`config.mk`:
```
export PLATFORM = sky130hd
export DESIGN_NAME = mcu_interrupt_control
export DESIGN_NICKNAME = d
export VERILOG_FILES = /design/src/irq_ctrl_pkg.sv /design/src/mcu_interrupt_control.sv
export VERILOG_INCLUDE_DIRS = /design/src
export SDC_FILE = /design/constraint.sdc
export NUM_CORES = 1
export LEC_CHECK = 0
export ABC_AREA = 1
export BUFFER_PORTS_ARGS = -buffer_cell sky130_fd_sc_hd__buf_4
export CAP_MARGIN = 10
export CORE_UTILIZATION = 31
export CTS_CLUSTER_DIAMETER = 30
export DETAILED_ROUTE_END_ITERATION = 8
export GPL_TIMING_DRIVEN = 1
export PLACE_DENSITY = 0.53
export SYNTH_ARGS = -nofsm -noshare
export SYNTH_HDL_FRONTEND = slang
export SYNTH_SLANG_ARGS = --single-unit
export TNS_END_PERCENT = 20
```
`constraint.sdc`:
```
create_clock -name MCLK -period 5.65 [get_ports MCLK]
set_input_delay 0.8475 -clock MCLK [delete_from_list [all_inputs] [get_ports MCLK]]
set_output_delay 0.8475 -clock MCLK [all_outputs]
set_load 0.05 [all_outputs]
```
`src/irq_ctrl_defs.svh`:
```
`ifndef IRQ_CTRL_DEFS_SVH
`define IRQ_CTRL_DEFS_SVH

// Register offsets within a bank (low seven address bits)
`define OFS_INTERRUPT_CONTROL   7'h0b
`define OFS_PERIPH_FLAGS_ONE    7'h0c
`define OFS_PERIPH_FLAGS_TWO    7'h0d
`define OFS_PERIPH_ENABLES_ONE  7'h0e
`define OFS_PERIPH_ENABLES_TWO  7'h0f
`define OFS_OPTION              7'h01
`define OFS_TIMER_ZERO_COUNT    7'h02
`define OFS_IRQ_STATUS          7'h03
`define OFS_IRQ_MASK            7'h04
`define OFS_COMMON_BASE         7'h70

// Control register bit positions; the edge select bit is in the option register
`define BIT_GLOBAL_IRQ_ENABLE   7
`define BIT_PERIPH_IRQ_ENABLE   6
`define BIT_TIMER_OVF_ENABLE    5
`define BIT_EXT_PIN_ENABLE      4
`define BIT_PORT_CHANGE_ENABLE  3
`define BIT_TIMER_OVF_FLAG      2
`define BIT_EXT_PIN_FLAG        1
`define BIT_PORT_CHANGE_FLAG    0
`define BIT_EXT_EDGE_SELECT     6

// Peripheral source layout: six in register one, one in register two
`define PERIPH_SOURCES          7
`define PERIPH_ONE_MASK         8'h3f
`define PERIPH_TWO_MASK         8'h01

// Reset values
`define RST_INTERRUPT_CONTROL   8'h00
`define RST_OPTION              8'hff
`define RST_PERIPH              8'h00

// Host event status bits
`define STS_VECTOR_TAKEN        0
`define STS_WAKE                1
`define STS_RETURN              2
`define STS_WIDTH               3

// Vector and instruction timing
`define IRQ_VECTOR_ADDR         13'h0004
`define CLOCKS_PER_INSTR_LAST   2'h3
`define TIMER_ROLLOVER          8'hff

`endif

```
`src/irq_ctrl_pkg.sv`:
```
package irq_ctrl_pkg;

   typedef enum logic [1:0] {
      ST_IDLE,
      ST_SAVE,
      ST_FLUSH
   } entry_state_t;

endpackage : irq_ctrl_pkg

```
`src/mcu_interrupt_control.sv`:
```
// The plain strobed port and the register offsets were decided locally.
`timescale 1ns/1ps
`default_nettype none
`include "irq_ctrl_defs.svh"

module mcu_interrupt_control (
   input  wire logic        MCLK,            // Core clock, 25 MHz
   input  wire logic        SYS_RST,         // Synchronous reset, high
   input  wire logic [8:0]  REG_ADDR,        // Bank in [8:7], offset [6:0]
   input  wire logic [7:0]  REG_WDATA,       // Write data
   input  wire logic        REG_WR,          // Write strobe
   input  wire logic        REG_RD,          // Read strobe
   output logic      [7:0]  REG_RDATA,       // Read data, cycle after strobe
   input  wire logic        EXT_IRQ_PIN,     // External interrupt pin
   input  wire logic [3:0]  UPPER_PORT_PINS, // Port pins 7:4
   input  wire logic        TIMER_INC,       // Timer count increment pulse
   input  wire logic [6:0]  PERIPH_EVENT,    // Peripheral event pulses
   input  wire logic        CORE_SLEEPING,   // Core is in sleep
   input  wire logic        RETURN_FROM_IRQ_INSTR, // Return instruction done
   output logic             INSTR_CYCLE,     // Instruction cycle boundary
   output logic             VECTOR_REQ,      // Enabled request pending
   output logic             STACK_PUSH,      // Push return address
   output logic             PC_LOAD,         // Load program counter
   output logic      [12:0] PC_VALUE,        // Vector address
   output logic             WAKE_REQ,        // Wake core from sleep
   output logic             IRQ_OUT          // Host interrupt, level
);

   ////////////////////////////////////////////////////////////////////////
   logic [1:0]  q_cnt_reg;
   logic        instr_en_reg;
   logic        ext_s1_reg;
   logic        ext_s2_reg;
   logic        ext_s3_reg;
   logic [3:0]  port_s1_reg;
   logic [3:0]  port_s2_reg;
   logic [3:0]  port_s3_reg;
   logic [7:0]  ctl_reg;
   logic [7:0]  ctl_next;
   logic [7:0]  pf1_reg;
   logic [7:0]  pf2_reg;
   logic [7:0]  pe1_reg;
   logic [7:0]  pe2_reg;
   logic [7:0]  option_reg;
   logic [7:0]  timer_reg;
   logic [`STS_WIDTH-1:0] sts_reg;
   logic [`STS_WIDTH-1:0] mask_reg;
   logic [7:0]  common_mem [0:15];
   logic [7:0]  rd_next;
   logic [6:0]  ofs;
   logic        wr_ctl;
   logic        ext_edge;
   logic        port_change;
   logic        timer_ovf;
   logic [6:0]  periph_flags;
   logic [6:0]  periph_enables;
   logic        local_pend;
   logic        periph_pend;
   logic        any_pend;
   logic        accept;
   logic        enter_vector;
   logic [`STS_WIDTH-1:0] sts_set;
   irq_ctrl_pkg::entry_state_t state_reg;
   logic        wr_option;
   logic        wr_timer;
   logic        wr_pf1;
   logic        wr_pf2;
   logic        wr_pe1;
   logic        wr_pe2;
   logic        wr_sts;
   logic        wr_mask;
   logic        wr_common;
   logic [6:0]  periph_hit;
   logic [1:0]  prime_cnt_reg;
   logic        sync_ready;

   // Bank bits are ignored: every register mirrors into all banks
   assign ofs    = REG_ADDR[6:0];
   assign wr_ctl = REG_WR && (ofs == `OFS_INTERRUPT_CONTROL);
   assign wr_option = REG_WR && (ofs == `OFS_OPTION);
   assign wr_timer  = REG_WR && (ofs == `OFS_TIMER_ZERO_COUNT);
   assign wr_pf1    = REG_WR && (ofs == `OFS_PERIPH_FLAGS_ONE);
   assign wr_pf2    = REG_WR && (ofs == `OFS_PERIPH_FLAGS_TWO);
   assign wr_pe1    = REG_WR && (ofs == `OFS_PERIPH_ENABLES_ONE);
   assign wr_pe2    = REG_WR && (ofs == `OFS_PERIPH_ENABLES_TWO);
   assign wr_sts    = REG_WR && (ofs == `OFS_IRQ_STATUS);
   assign wr_mask   = REG_WR && (ofs == `OFS_IRQ_MASK);
   // Common window is offsets 70h-7Fh in every bank
   assign wr_common = REG_WR && (ofs[6:4] == 3'(`OFS_COMMON_BASE >> 4));

   ////////////////////////////////////////////////////////////////////////
   // Instruction cycle enable: four clocks per instruction cycle
   always_ff @(posedge MCLK) begin
      if (SYS_RST) begin
         q_cnt_reg    <= 2'h0;
         instr_en_reg <= 1'b0;
      end else begin
         q_cnt_reg    <= q_cnt_reg + 2'h1;
         instr_en_reg <= (q_cnt_reg == `CLOCKS_PER_INSTR_LAST);
      end
   end

   ////////////////////////////////////////////////////////////////////////
   // Pin synchronisers; third stage only for edge and change detect
   always_ff @(posedge MCLK) begin
      if (SYS_RST) begin
         ext_s1_reg  <= 1'b0;
         ext_s2_reg  <= 1'b0;
         ext_s3_reg  <= 1'b0;
         port_s1_reg <= 4'h0;
         port_s2_reg <= 4'h0;
         port_s3_reg <= 4'h0;
      end else begin
         ext_s1_reg  <= EXT_IRQ_PIN;
         ext_s2_reg  <= ext_s1_reg;
         ext_s3_reg  <= ext_s2_reg;
         port_s1_reg <= UPPER_PORT_PINS;
         port_s2_reg <= port_s1_reg;
         port_s3_reg <= port_s2_reg;
      end
   end

   // Detect only once all stages hold pin samples, so a pin that
   // idles high gives no false event right after reset
   always_ff @(posedge MCLK) begin
      if (SYS_RST) begin
         prime_cnt_reg <= 2'h0;
      end else if (prime_cnt_reg != 2'h3) begin
         prime_cnt_reg <= prime_cnt_reg + 2'h1;
      end
   end

   assign sync_ready = (prime_cnt_reg == 2'h3);

   // Option bit 6 high picks rising edges, low picks falling
   assign ext_edge = sync_ready &
                     (option_reg[`BIT_EXT_EDGE_SELECT] ?
                      (ext_s2_reg & ~ext_s3_reg) :
                      (~ext_s2_reg & ext_s3_reg));
   // Any toggle on pins 7:4; a glitch shorter than one clock may be lost
   assign port_change = sync_ready &
                        |(port_s2_reg ^ port_s3_reg);

   ////////////////////////////////////////////////////////////////////////
   // Timer count; a software write wins over an increment
   assign timer_ovf = TIMER_INC && (timer_reg == `TIMER_ROLLOVER)
                      && !wr_timer;

   always_ff @(posedge MCLK) begin
      if (SYS_RST) begin
         timer_reg <= 8'h00;
      end else if (wr_timer) begin
         timer_reg <= REG_WDATA;
      end else if (TIMER_INC) begin
         timer_reg <= timer_reg + 8'h01;
      end
   end

   ////////////////////////////////////////////////////////////////////////
   // Control register: hardware sets win over a software write
   always_comb begin
      ctl_next = wr_ctl ? REG_WDATA : ctl_reg;
      if (ext_edge) begin
         ctl_next[`BIT_EXT_PIN_FLAG] = 1'b1;
      end
      if (timer_ovf) begin
         ctl_next[`BIT_TIMER_OVF_FLAG] = 1'b1;
      end
      if (port_change) begin
         ctl_next[`BIT_PORT_CHANGE_FLAG] = 1'b1;
      end
      if (accept) begin
         ctl_next[`BIT_GLOBAL_IRQ_ENABLE] = 1'b0;
      end else if (RETURN_FROM_IRQ_INSTR) begin
         ctl_next[`BIT_GLOBAL_IRQ_ENABLE] = 1'b1;
      end
   end

   always_ff @(posedge MCLK) begin
      if (SYS_RST) begin
         ctl_reg <= `RST_INTERRUPT_CONTROL;
      end else begin
         ctl_reg <= ctl_next;
      end
   end

   ////////////////////////////////////////////////////////////////////////
   // Peripheral flags and enables; unimplemented bits stay zero
   always_ff @(posedge MCLK) begin
      if (SYS_RST) begin
         pf1_reg <= `RST_PERIPH;
         pf2_reg <= `RST_PERIPH;
      end else begin
         pf1_reg <= (wr_pf1 ?
                     REG_WDATA : pf1_reg) & `PERIPH_ONE_MASK
                    | {2'h0, PERIPH_EVENT[5:0]};
         pf2_reg <= (wr_pf2 ?
                     REG_WDATA : pf2_reg) & `PERIPH_TWO_MASK
                    | {7'h00, PERIPH_EVENT[6]};
      end
   end

   always_ff @(posedge MCLK) begin
      if (SYS_RST) begin
         pe1_reg <= `RST_PERIPH;
         pe2_reg <= `RST_PERIPH;
      end else begin
         if (wr_pe1) begin
            pe1_reg <= REG_WDATA & `PERIPH_ONE_MASK;
         end
         if (wr_pe2) begin
            pe2_reg <= REG_WDATA & `PERIPH_TWO_MASK;
         end
      end
   end

   always_ff @(posedge MCLK) begin
      if (SYS_RST) begin
         option_reg <= `RST_OPTION;
      end else if (wr_option) begin
         option_reg <= REG_WDATA;
      end
   end

   ////////////////////////////////////////////////////////////////////////
   // Pending logic: three local plus seven peripheral sources
   assign periph_flags   = {pf2_reg[0], pf1_reg[5:0]};
   assign periph_enables = {pe2_reg[0], pe1_reg[5:0]};
   assign local_pend =
      (ctl_reg[`BIT_TIMER_OVF_FLAG] & ctl_reg[`BIT_TIMER_OVF_ENABLE]) |
      (ctl_reg[`BIT_EXT_PIN_FLAG] & ctl_reg[`BIT_EXT_PIN_ENABLE]) |
      (ctl_reg[`BIT_PORT_CHANGE_FLAG] &
       ctl_reg[`BIT_PORT_CHANGE_ENABLE]);
   // One gate per peripheral source; none outranks another
   for (genvar i = 0; i < `PERIPH_SOURCES; i++) begin : g_periph
      assign periph_hit[i] = periph_flags[i] & periph_enables[i];
   end
   assign periph_pend = ctl_reg[`BIT_PERIPH_IRQ_ENABLE] &
                        |periph_hit;
   assign any_pend = local_pend | periph_pend;
   // No priority among sources; software polls the flags
   assign accept = instr_en_reg && (state_reg == irq_ctrl_pkg::ST_IDLE)
                   && any_pend
                   && ctl_reg[`BIT_GLOBAL_IRQ_ENABLE];
   assign enter_vector = instr_en_reg &&
                         (state_reg == irq_ctrl_pkg::ST_FLUSH);

   ////////////////////////////////////////////////////////////////////////
   // Entry sequence: accept, one save cycle, one flush cycle, then vector load.
   // Counted in instruction cycles, so instruction length never matters.
   always_ff @(posedge MCLK) begin
      if (SYS_RST) begin
         state_reg <= irq_ctrl_pkg::ST_IDLE;
      end else if (instr_en_reg) begin
         case (state_reg)
            irq_ctrl_pkg::ST_IDLE: begin
               if (accept) begin
                  state_reg <= irq_ctrl_pkg::ST_SAVE;
               end
            end
            irq_ctrl_pkg::ST_SAVE: begin
               state_reg <= irq_ctrl_pkg::ST_FLUSH;
            end
            irq_ctrl_pkg::ST_FLUSH: begin
               state_reg <= irq_ctrl_pkg::ST_IDLE;
            end
            default: begin
               state_reg <= irq_ctrl_pkg::ST_IDLE;
            end
         endcase
      end
   end

   always_ff @(posedge MCLK) begin
      if (SYS_RST) begin
         INSTR_CYCLE <= 1'b0;
         VECTOR_REQ  <= 1'b0;
         STACK_PUSH  <= 1'b0;
         PC_LOAD     <= 1'b0;
         PC_VALUE    <= 13'h0000;
         WAKE_REQ    <= 1'b0;
      end else begin
         INSTR_CYCLE <= instr_en_reg;
         VECTOR_REQ  <= any_pend &
                        ctl_reg[`BIT_GLOBAL_IRQ_ENABLE];
         // Only the return address is saved; context is software's job
         STACK_PUSH  <= accept;
         PC_LOAD     <= enter_vector;
         PC_VALUE    <= `IRQ_VECTOR_ADDR;
         // Wake ignores the global enable; the core then decides
         WAKE_REQ    <= CORE_SLEEPING & any_pend;
      end
   end

   ////////////////////////////////////////////////////////////////////////
   // Host event status, write one to clear, set wins
   assign sts_set = {RETURN_FROM_IRQ_INSTR, CORE_SLEEPING & any_pend,
                     accept};

   always_ff @(posedge MCLK) begin
      if (SYS_RST) begin
         sts_reg <= '0;
      end else if (wr_sts) begin
         sts_reg <= (sts_reg & ~REG_WDATA[`STS_WIDTH-1:0]) | sts_set;
      end else begin
         sts_reg <= sts_reg | sts_set;
      end
   end

   always_ff @(posedge MCLK) begin
      if (SYS_RST) begin
         mask_reg <= '0;
      end else if (wr_mask) begin
         mask_reg <= REG_WDATA[`STS_WIDTH-1:0];
      end
   end

   always_ff @(posedge MCLK) begin
      if (SYS_RST) begin
         IRQ_OUT <= 1'b0;
      end else begin
         IRQ_OUT <= |(sts_reg & mask_reg);
      end
   end

   ////////////////////////////////////////////////////////////////////////
   // Common bytes: same storage whatever the bank bits say
   always_ff @(posedge MCLK) begin
      if (wr_common) begin
         common_mem[ofs[3:0]] <= REG_WDATA;
      end
   end

   ////////////////////////////////////////////////////////////////////////
   // Read path; unmapped offsets read zero
   always_comb begin
      rd_next = 8'h00;
      if (ofs[6:4] == 3'(`OFS_COMMON_BASE >> 4)) begin
         rd_next = common_mem[ofs[3:0]];
      end else begin
         case (ofs)
            `OFS_INTERRUPT_CONTROL:  rd_next = ctl_reg;
            `OFS_PERIPH_FLAGS_ONE:   rd_next = pf1_reg;
            `OFS_PERIPH_FLAGS_TWO:   rd_next = pf2_reg;
            `OFS_PERIPH_ENABLES_ONE: rd_next = pe1_reg;
            `OFS_PERIPH_ENABLES_TWO: rd_next = pe2_reg;
            `OFS_OPTION:             rd_next = option_reg;
            `OFS_TIMER_ZERO_COUNT:   rd_next = timer_reg;
            `OFS_IRQ_STATUS:         rd_next = {5'h00, sts_reg};
            `OFS_IRQ_MASK:           rd_next = {5'h00, mask_reg};
            default:                 rd_next = 8'h00;
         endcase
      end
   end

   // Zero outside the answer cycle, so stale data never lingers
   always_ff @(posedge MCLK) begin
      if (SYS_RST) begin
         REG_RDATA <= 8'h00;
      end else begin
         REG_RDATA <= REG_RD ? rd_next : 8'h00;
      end
   end

endmodule : mcu_interrupt_control

`default_nettype wire

```
==> metrics.csv, run 1 <==
stage;metric;value;unit
power_and_ir_drop;Pwr Density;389;mW/mm^2
logic_synthesis;register area share after synthesis;60.5;%
timing;clock skew;12.0;ps
die;number of I/O pins;63;
final_layout;NumNets Final;1107;
route;initial DRC count;603;
route;drc violations;0;
power_and_ir_drop;total power;4.30;mW
clocking;CTS Buf Count;41;
logic_synthesis;mapped cell area;0.00904;mm^2
route;Via density;4.57;
final_layout;share of post-route cells with drive strength above 1;13.5;%
placement;dpl cell area;0.00965;mm^2
die;Die H;173;um
timing;RSZ-0062 raised after global routing;false;
logic_synthesis;ys flop type;edfxtp_1;
worst_setup_path;Crit Path Category;primary input to register;
clocking;post-CTS sizing;0;
logic_synthesis;number of synthesized flops with an enable pin;128;
clocking;Worst-path clk slew;50;ps
die;initial core utilization;31.5;%
logic_synthesis;async set-reset flop share out of synthesis;0;%
clocking;clk buf depth;3;
logic_synthesis;cell count after synthesis;1009;
clocking;CTS tree;built;
route;wire per inst;15.2;um
worst_setup_path;Worst Reg2Reg Path Length in Cells;6;
clocking;Post-CTS Hold Buffers;0;
worst_setup_path;startpoint class of the critical path;primary input;
timing;Final Max Slew Viols;0;
timing;crit share post-route;50.2;%
worst_setup_path;Critical Path AT;2960;ps
placement;gp weighted congestion;0.843;
clocking;Clock Sinks;209;
logic_synthesis;Avg Cell Area, Syn;8.96;um^2
timing;relative slew slack;42.9;%
final_layout;Fill cells;2938;
grt;largest net degree at the start of global routing;61;
die;area of the core;0.0287;mm^2
timing;Max Clk Rate;352;MHz
grt;GRT Total Usage;15.5;%
die;die area;0.0298;mm^2
final_layout;max reg flops;128;
flow_run;# Max-Cap Violations;0;
timing;Final setup violation count;0;
clocking;CTS root buf;clkbuf_16;
route;first-pass detailed-route iteration total;5;
placement;Port Buffers;48;
clocking;Post CTS Setup Buffer Count;0;
clocking;worst skew pair latency;500;ps
worst_setup_path;nature of the critical path endpoint;register;
final_layout;area grow syn2layout;22.3;%
grt;vias in the first global route;6572;
final_layout;cell area after layout;0.0111;mm^2
power_and_ir_drop;Lkg Pwr;4.70;nW
die;FP Rows;62;
grt;first-pass GRT wire length;36400;um
timing;Tmin final;2840;ps
logic_synthesis;Synth Warn #;0;
timing;worst-margin pin slew;853;ps
grt;grt total ovfl;0;
route;via count;6784;
hold_path;Tightest Hold Check Type;register to register;
status;run status;finished, final reports clean;
logic_synthesis;Netlist cell types;38;
worst_setup_path;CP Max Fanout;60;
die;Die Wd;173;um
logic_synthesis;Yosys reg bits;209;
placement;Post-DP HPWL;14400;um
power_and_ir_drop;Peak VDD IR;0.000171;V
grt;initial antenna violation count;0;
final_layout;final antenna diode count;0;
route;Post-Route WL;22600;um
worst_setup_path;CP Data Required Time;5770;ps
final_layout;most common cell after layout, fill and taps aside;nand2_1;
hold_path;hold path depth;2;
timing;Fin Setup TNS;0;ps
route;post-route ant nets;0;
clocking;H-tree Lvls;2;
final_layout;most frequent cells in the layout;418 x nand2_1, 128 x edfxtp_1, 81 x dfxtp_1;
timing;Final Hold Viols;0;
==> layout make-up <==
| type | instances | area (um^2) | share of cell area [%] |
|---|---|---|---|
| inverter | 73 | 282 | 2.55 |
| multi-input combinational | 694 | 3050 | 27.6 |
| tap | 384 | 480 | 4.35 |
| sequential | 209 | 5470 | 49.5 |
| clock buffer | 44 | 1070 | 9.67 |
| clock inverter | 30 | 334 | 3.02 |
| timing repair buffer | 49 | 368 | 3.33 |
==> routing by layer <==
metal	track usage (%)	wire length, um	vias to the layer above
met4	4.87	449	0
met1	22.1	11100	3194
met2	23.7	10000	172
li1	-	-	3381
met3	2.88	1060	37
met5	0.160	0	-
==> synthesized netlist by cell type, types with 3 or more instances <==
library cell / number / area (um^2)
ha_1: 3 / 37.5
inv_1: 62 / 233
buf_2: 11 / 55.1
buf_6: 6 / 67.6
buf_1: 3 / 11.3
inv_2: 7 / 26.3
clkbuf_1: 9 / 33.8
buf_4: 15 / 113
nor2_1: 79 / 297
nor3_4: 3 / 48.8
nand2_1: 418 / 1570
nor2_4: 4 / 45.0
nand3_1: 64 / 320
xor2_1: 5 / 43.8
o211ai_1: 7 / 52.6
edfxtp_1: 128 / 3840
o21ai_1: 11 / 55.1
nand4_1: 5 / 31.3
xnor2_1: 5 / 43.8
a21oi_1: 31 / 155
o21ai_0: 25 / 125
nand2_2: 8 / 50.1
dfxtp_1: 81 / 1620
==> metrics by stage <==
stage	cells	setup slack, ps	util [%]	hold slack (ps)
3_5_place_dp	1409	2270	33.6	395
4_1_cts	1483	2800	38.5	402
2_1_floorplan	1020	3280	-	388
5_1_grt	1483	2600	38.5	420
3_3_place_gp	1409	2280	33.6	390
6_report	1483	2810	38.5	399
==> critical path, cell delays in order <==
cell	delay [ps]
buf_4	330
inv_6	490
nand2_4	170
inv_1	250
nand2_1	190
nor2_1	630
==> worst paths after layout <==
| path | to | slack, ps | from |
|---|---|---|---|
| min | ext_s2_reg | 400 | ext_s1_reg |
| max reg2reg | sts_reg[0] | 4340 | pf1_reg[5] |
| max | common_mem[14][7] | 2810 | REG_ADDR[0] |
| min reg2reg | ext_s2_reg | 400 | ext_s1_reg |
==> power breakdown <==
| group | total (mW) | switching, mW | internal [mW] |
|---|---|---|---|
| logic | 0.220 | 0.163 | 0.0571 |
| registers | 1.66 | 0.0131 | 1.64 |
| clock network | 2.43 | 0.783 | 1.64 |
==> logic make-up after synthesis <==
group,Yosys count,share of synthesized area (%)
simple gates,589,27.1
flops,209,60.5
buf+inv,117,6.22
compound gates,80,4.83
xor+xnor,10,0.969
fa+ha+maj,3,0.415
other cells,1,0.0415
No activity file was read; power rests on OpenSTA's default activity.
==> inputs of run 2 (changes only) <==
ABC_AREA = 0   (was 1)
PLACE_DENSITY = 0.54   (was 0.53)
clock period = 2.6 ns   (was 5.65 ns; I/O delays follow)
==> run 2 against run 1 <==
Compared with the run above:
- largest power group unchanged
- critical endpoint is now pf1_reg[5]
- sequential share of layout area increased by 1.5 points
- highest routed layer unchanged
- global-route usage decreased by 0.059 points
- clock power increased by 120%
- non-clock buffer count up 27
- first-iteration DRC count shrank 29%
==> metrics.csv, run 2 <==
stage;metric;value;unit
status;run status;finished, final reports clean;
route;post-route ant nets;0;
timing;Final Hold Viols;0;
final_layout;cell area after layout;0.0107;mm^2
timing;crit share post-route;69.5;%
timing;RSZ-0062 raised after global routing;false;
grt;GRT Total Usage;15.4;%
logic_synthesis;register area share after synthesis;64.7;%
logic_synthesis;Simple-Gate Fraction of Synth Area;9.22;%
route;via count;5268;
die;area of the core;0.0269;mm^2
placement;gp weighted congestion;0.852;
die;number of I/O pins;63;
worst_setup_path;CP Data Required Time;2970;ps
route;Post-Route WL;21000;um
timing;Fin Setup TNS;0;ps
final_layout;most frequent cells in the layout;128 x edfxtp_1, 81 x dfxtp_1, 75 x buf_4;
grt;first-pass GRT wire length;32200;um
logic_synthesis;largest family of logic cells by synthesized area;multiplexers;
logic_synthesis;Adder-Cell Fraction of Synth Area;0.444;%
worst_setup_path;CP Buf/Inv Count;1;
route;first-pass detailed-route iteration total;5;
logic_synthesis;cell count after synthesis;600;
timing;Max Clk Rate;554;MHz
die;FP Rows;60;
timing;Final Max Slew Viols;0;
power_and_ir_drop;internal power;7.41;mW
flow_run;# Max-Cap Violations;0;
timing;worst-margin pin slew;827;ps
worst_setup_path;Worst path slowest cell;or3_1;
route;drc violations;0;
logic_synthesis;Avg Cell Area, Syn;14.1;um^2
logic_synthesis;share of the synthesized area in the top cell type;45.5;%
logic_synthesis;most common cell in the netlist;edfxtp_1;
worst_setup_path;Critical Path AT;2170;ps
worst_setup_path;slowest stage delay, CP;540;ps
timing;WHS;89.0;ps
logic_synthesis;mux share of post-synthesis cell area;14.5;%
logic_synthesis;Synth Area in XOR/XNOR;1.24;%
clocking;Post-CTS Hold Buffers;0;
die;Die Wd;167;um
logic_synthesis;largest cells by area after synthesis;edfxtp_1 45%, dfxtp_1 19%, mux4_2 8.5%;
route;Via density;4.97;
logic_synthesis;Yosys top cell by area;edfxtp_1;
final_layout;max reg flops;128;
final_layout;final antenna diode count;0;
clocking;post-CTS sizing;0;
power_and_ir_drop;Psw;2.03;mW
grt;vias in the first global route;5460;
clocking;Clock Sinks;209;
worst_setup_path;nature of the critical path endpoint;register;
logic_synthesis;async set-reset flop share out of synthesis;0;%
die;Die H;167;um
route;initial DRC count;428;
worst_setup_path;CP Max Fanout;7;
logic_synthesis;mapped cell area;0.00845;mm^2
clocking;worst skew pair latency;510;ps
worst_setup_path;crit-path cells;buf_4 -> or3_1 -> nor2_1 -> nand3_2 -> mux2i_1 -> a21oi_1;
logic_synthesis;Yosys reg bits;209;
power_and_ir_drop;clock power share;57.2;%
logic_synthesis;most frequent cells after synthesis;128 x edfxtp_1, 81 x dfxtp_1, 51 x nor2_1;
power_and_ir_drop;Lkg Pwr;3.95;nW
final_layout;share of post-route cells with drive strength above 1;26.4;%
logic_synthesis;Synth Warn #;0;
placement;Port Buffers;48;
grt;grt total ovfl;0;
logic_synthesis;ys flop type;edfxtp_1;
route;wire per inst;19.8;um
die;die area;0.0279;mm^2
logic_synthesis;Netlist cell types;54;
die;initial core utilization;31.4;%
worst_setup_path;startpoint class of the critical path;primary input;
final_layout;area grow syn2layout;26.9;%
clocking;H-tree Lvls;2;
worst_setup_path;CP delay by family, top;simple AND/OR/NAND/NOR gates;
hold_path;Tightest Hold Check Type;primary input to register;
clocking;clk buf depth;3;
placement;Post-DP HPWL;13900;um
timing;Tmin final;1810;ps
power_and_ir_drop;Peak VDD IR;0.000560;V
logic_synthesis;number of synthesized flops with an enable pin;128;
timing;clock skew;19.9;ps
clocking;Worst-path clk slew;50;ps
worst_setup_path;Crit Path Category;primary input to register;
clocking;CTS Buf Count;41;
grt;largest net degree at the start of global routing;47;
placement;dpl cell area;0.00927;mm^2
power_and_ir_drop;Pwr Density;880;mW/mm^2
grt;initial antenna violation count;0;
clocking;CTS root buf;clkbuf_16;
power_and_ir_drop;Reg power frac;38.2;%
logic_synthesis;Compound-Gate Fraction of Synth Area;6.60;%
timing;relative slew slack;44.8;%
final_layout;Fill cells;2530;
timing;Final setup violation count;0;
final_layout;NumNets Final;727;
power_and_ir_drop;Sw Ratio;21.5;%
clocking;Post CTS Setup Buffer Count;0;
clocking;CTS tree;built;
final_layout;most common cell after layout, fill and taps aside;edfxtp_1;
power_and_ir_drop;Combinational Power Share;4.6;%
run 2: cell count changes in the layout (fill, tap and decap cells not counted), moves of 28 or more:
cell / change
inv_1: -49
mux2i_1: +47
mux4_2: +32
nand2_1: -373
nand3_1: -56
nor2_1: -28
run 2: routing by layer:
layer	vias up	GRT usage [%]	share of wire, %
li1	2438	-	-
met1	2593	19.1	41
met2	196	25.9	50
met3	41	3.43	6.1
met4	0	6.52	3.0
met5	-	0	0
run 2: area by class of cell:
cell class / count / area (um^2) / share of cell area, %
inverters: 13 / 48.8 / 0.455
well taps: 341 / 427 / 3.98
flip-flops and latches: 209 / 5470 / 51.0
repair buffers: 76 / 583 / 5.44
clock buffers: 48 / 1110 / 10.4
clock inverters: 27 / 335 / 3.13
multi-input cells: 347 / 2750 / 25.6
run 2: power groups by stage:
stage	Sequential, mW	Combinational, mW	Clock (mW)
after floorplan	3.66	0.275	0
after global placement	3.66	0.434	0
after detailed placement	3.66	0.444	0
after CTS	3.60	0.445	5.50
after global routing	3.60	0.474	5.65
final	3.60	0.438	5.40
run 2: cell families (layout without fill, tap and decap cells):
group	after synthesis	in the layout
flip-flops	209	209
AND/OR/NAND/NOR	159	159
multiplexers	82	82
AO/OA/AOI/OAI	79	79
buffers and inverters	55	164
XOR/XNOR	12	12
adder cells (fa/ha/maj)	3	3
other	1	12
run 2: final timing paths:
check,start,endpoint,cells past startpoint,slack [ps]
setup / recovery,REG_ADDR[5],pf1_reg[5],6,790
hold / removal,EXT_IRQ_PIN,ext_s1_reg,2,90
setup reg to reg,pf1_reg[0],ctl_reg[7],5,920
hold reg to reg,q_cnt_reg[0],q_cnt_reg[0],1,430
run 2: metrics by stage:
stage / utilization (%) / std cells / setup WS (ps) / power, mW
2_1_floorplan: - / 611 / 603 / 3.94
6_report: 39.9 / 1061 / 794 / 9.43
4_1_cts: 39.9 / 1061 / 808 / 9.54
5_1_grt: 39.9 / 1061 / 685 / 9.73
3_3_place_gp: 34.5 / 986 / 289 / 4.09
3_5_place_dp: 34.5 / 986 / 281 / 4.11
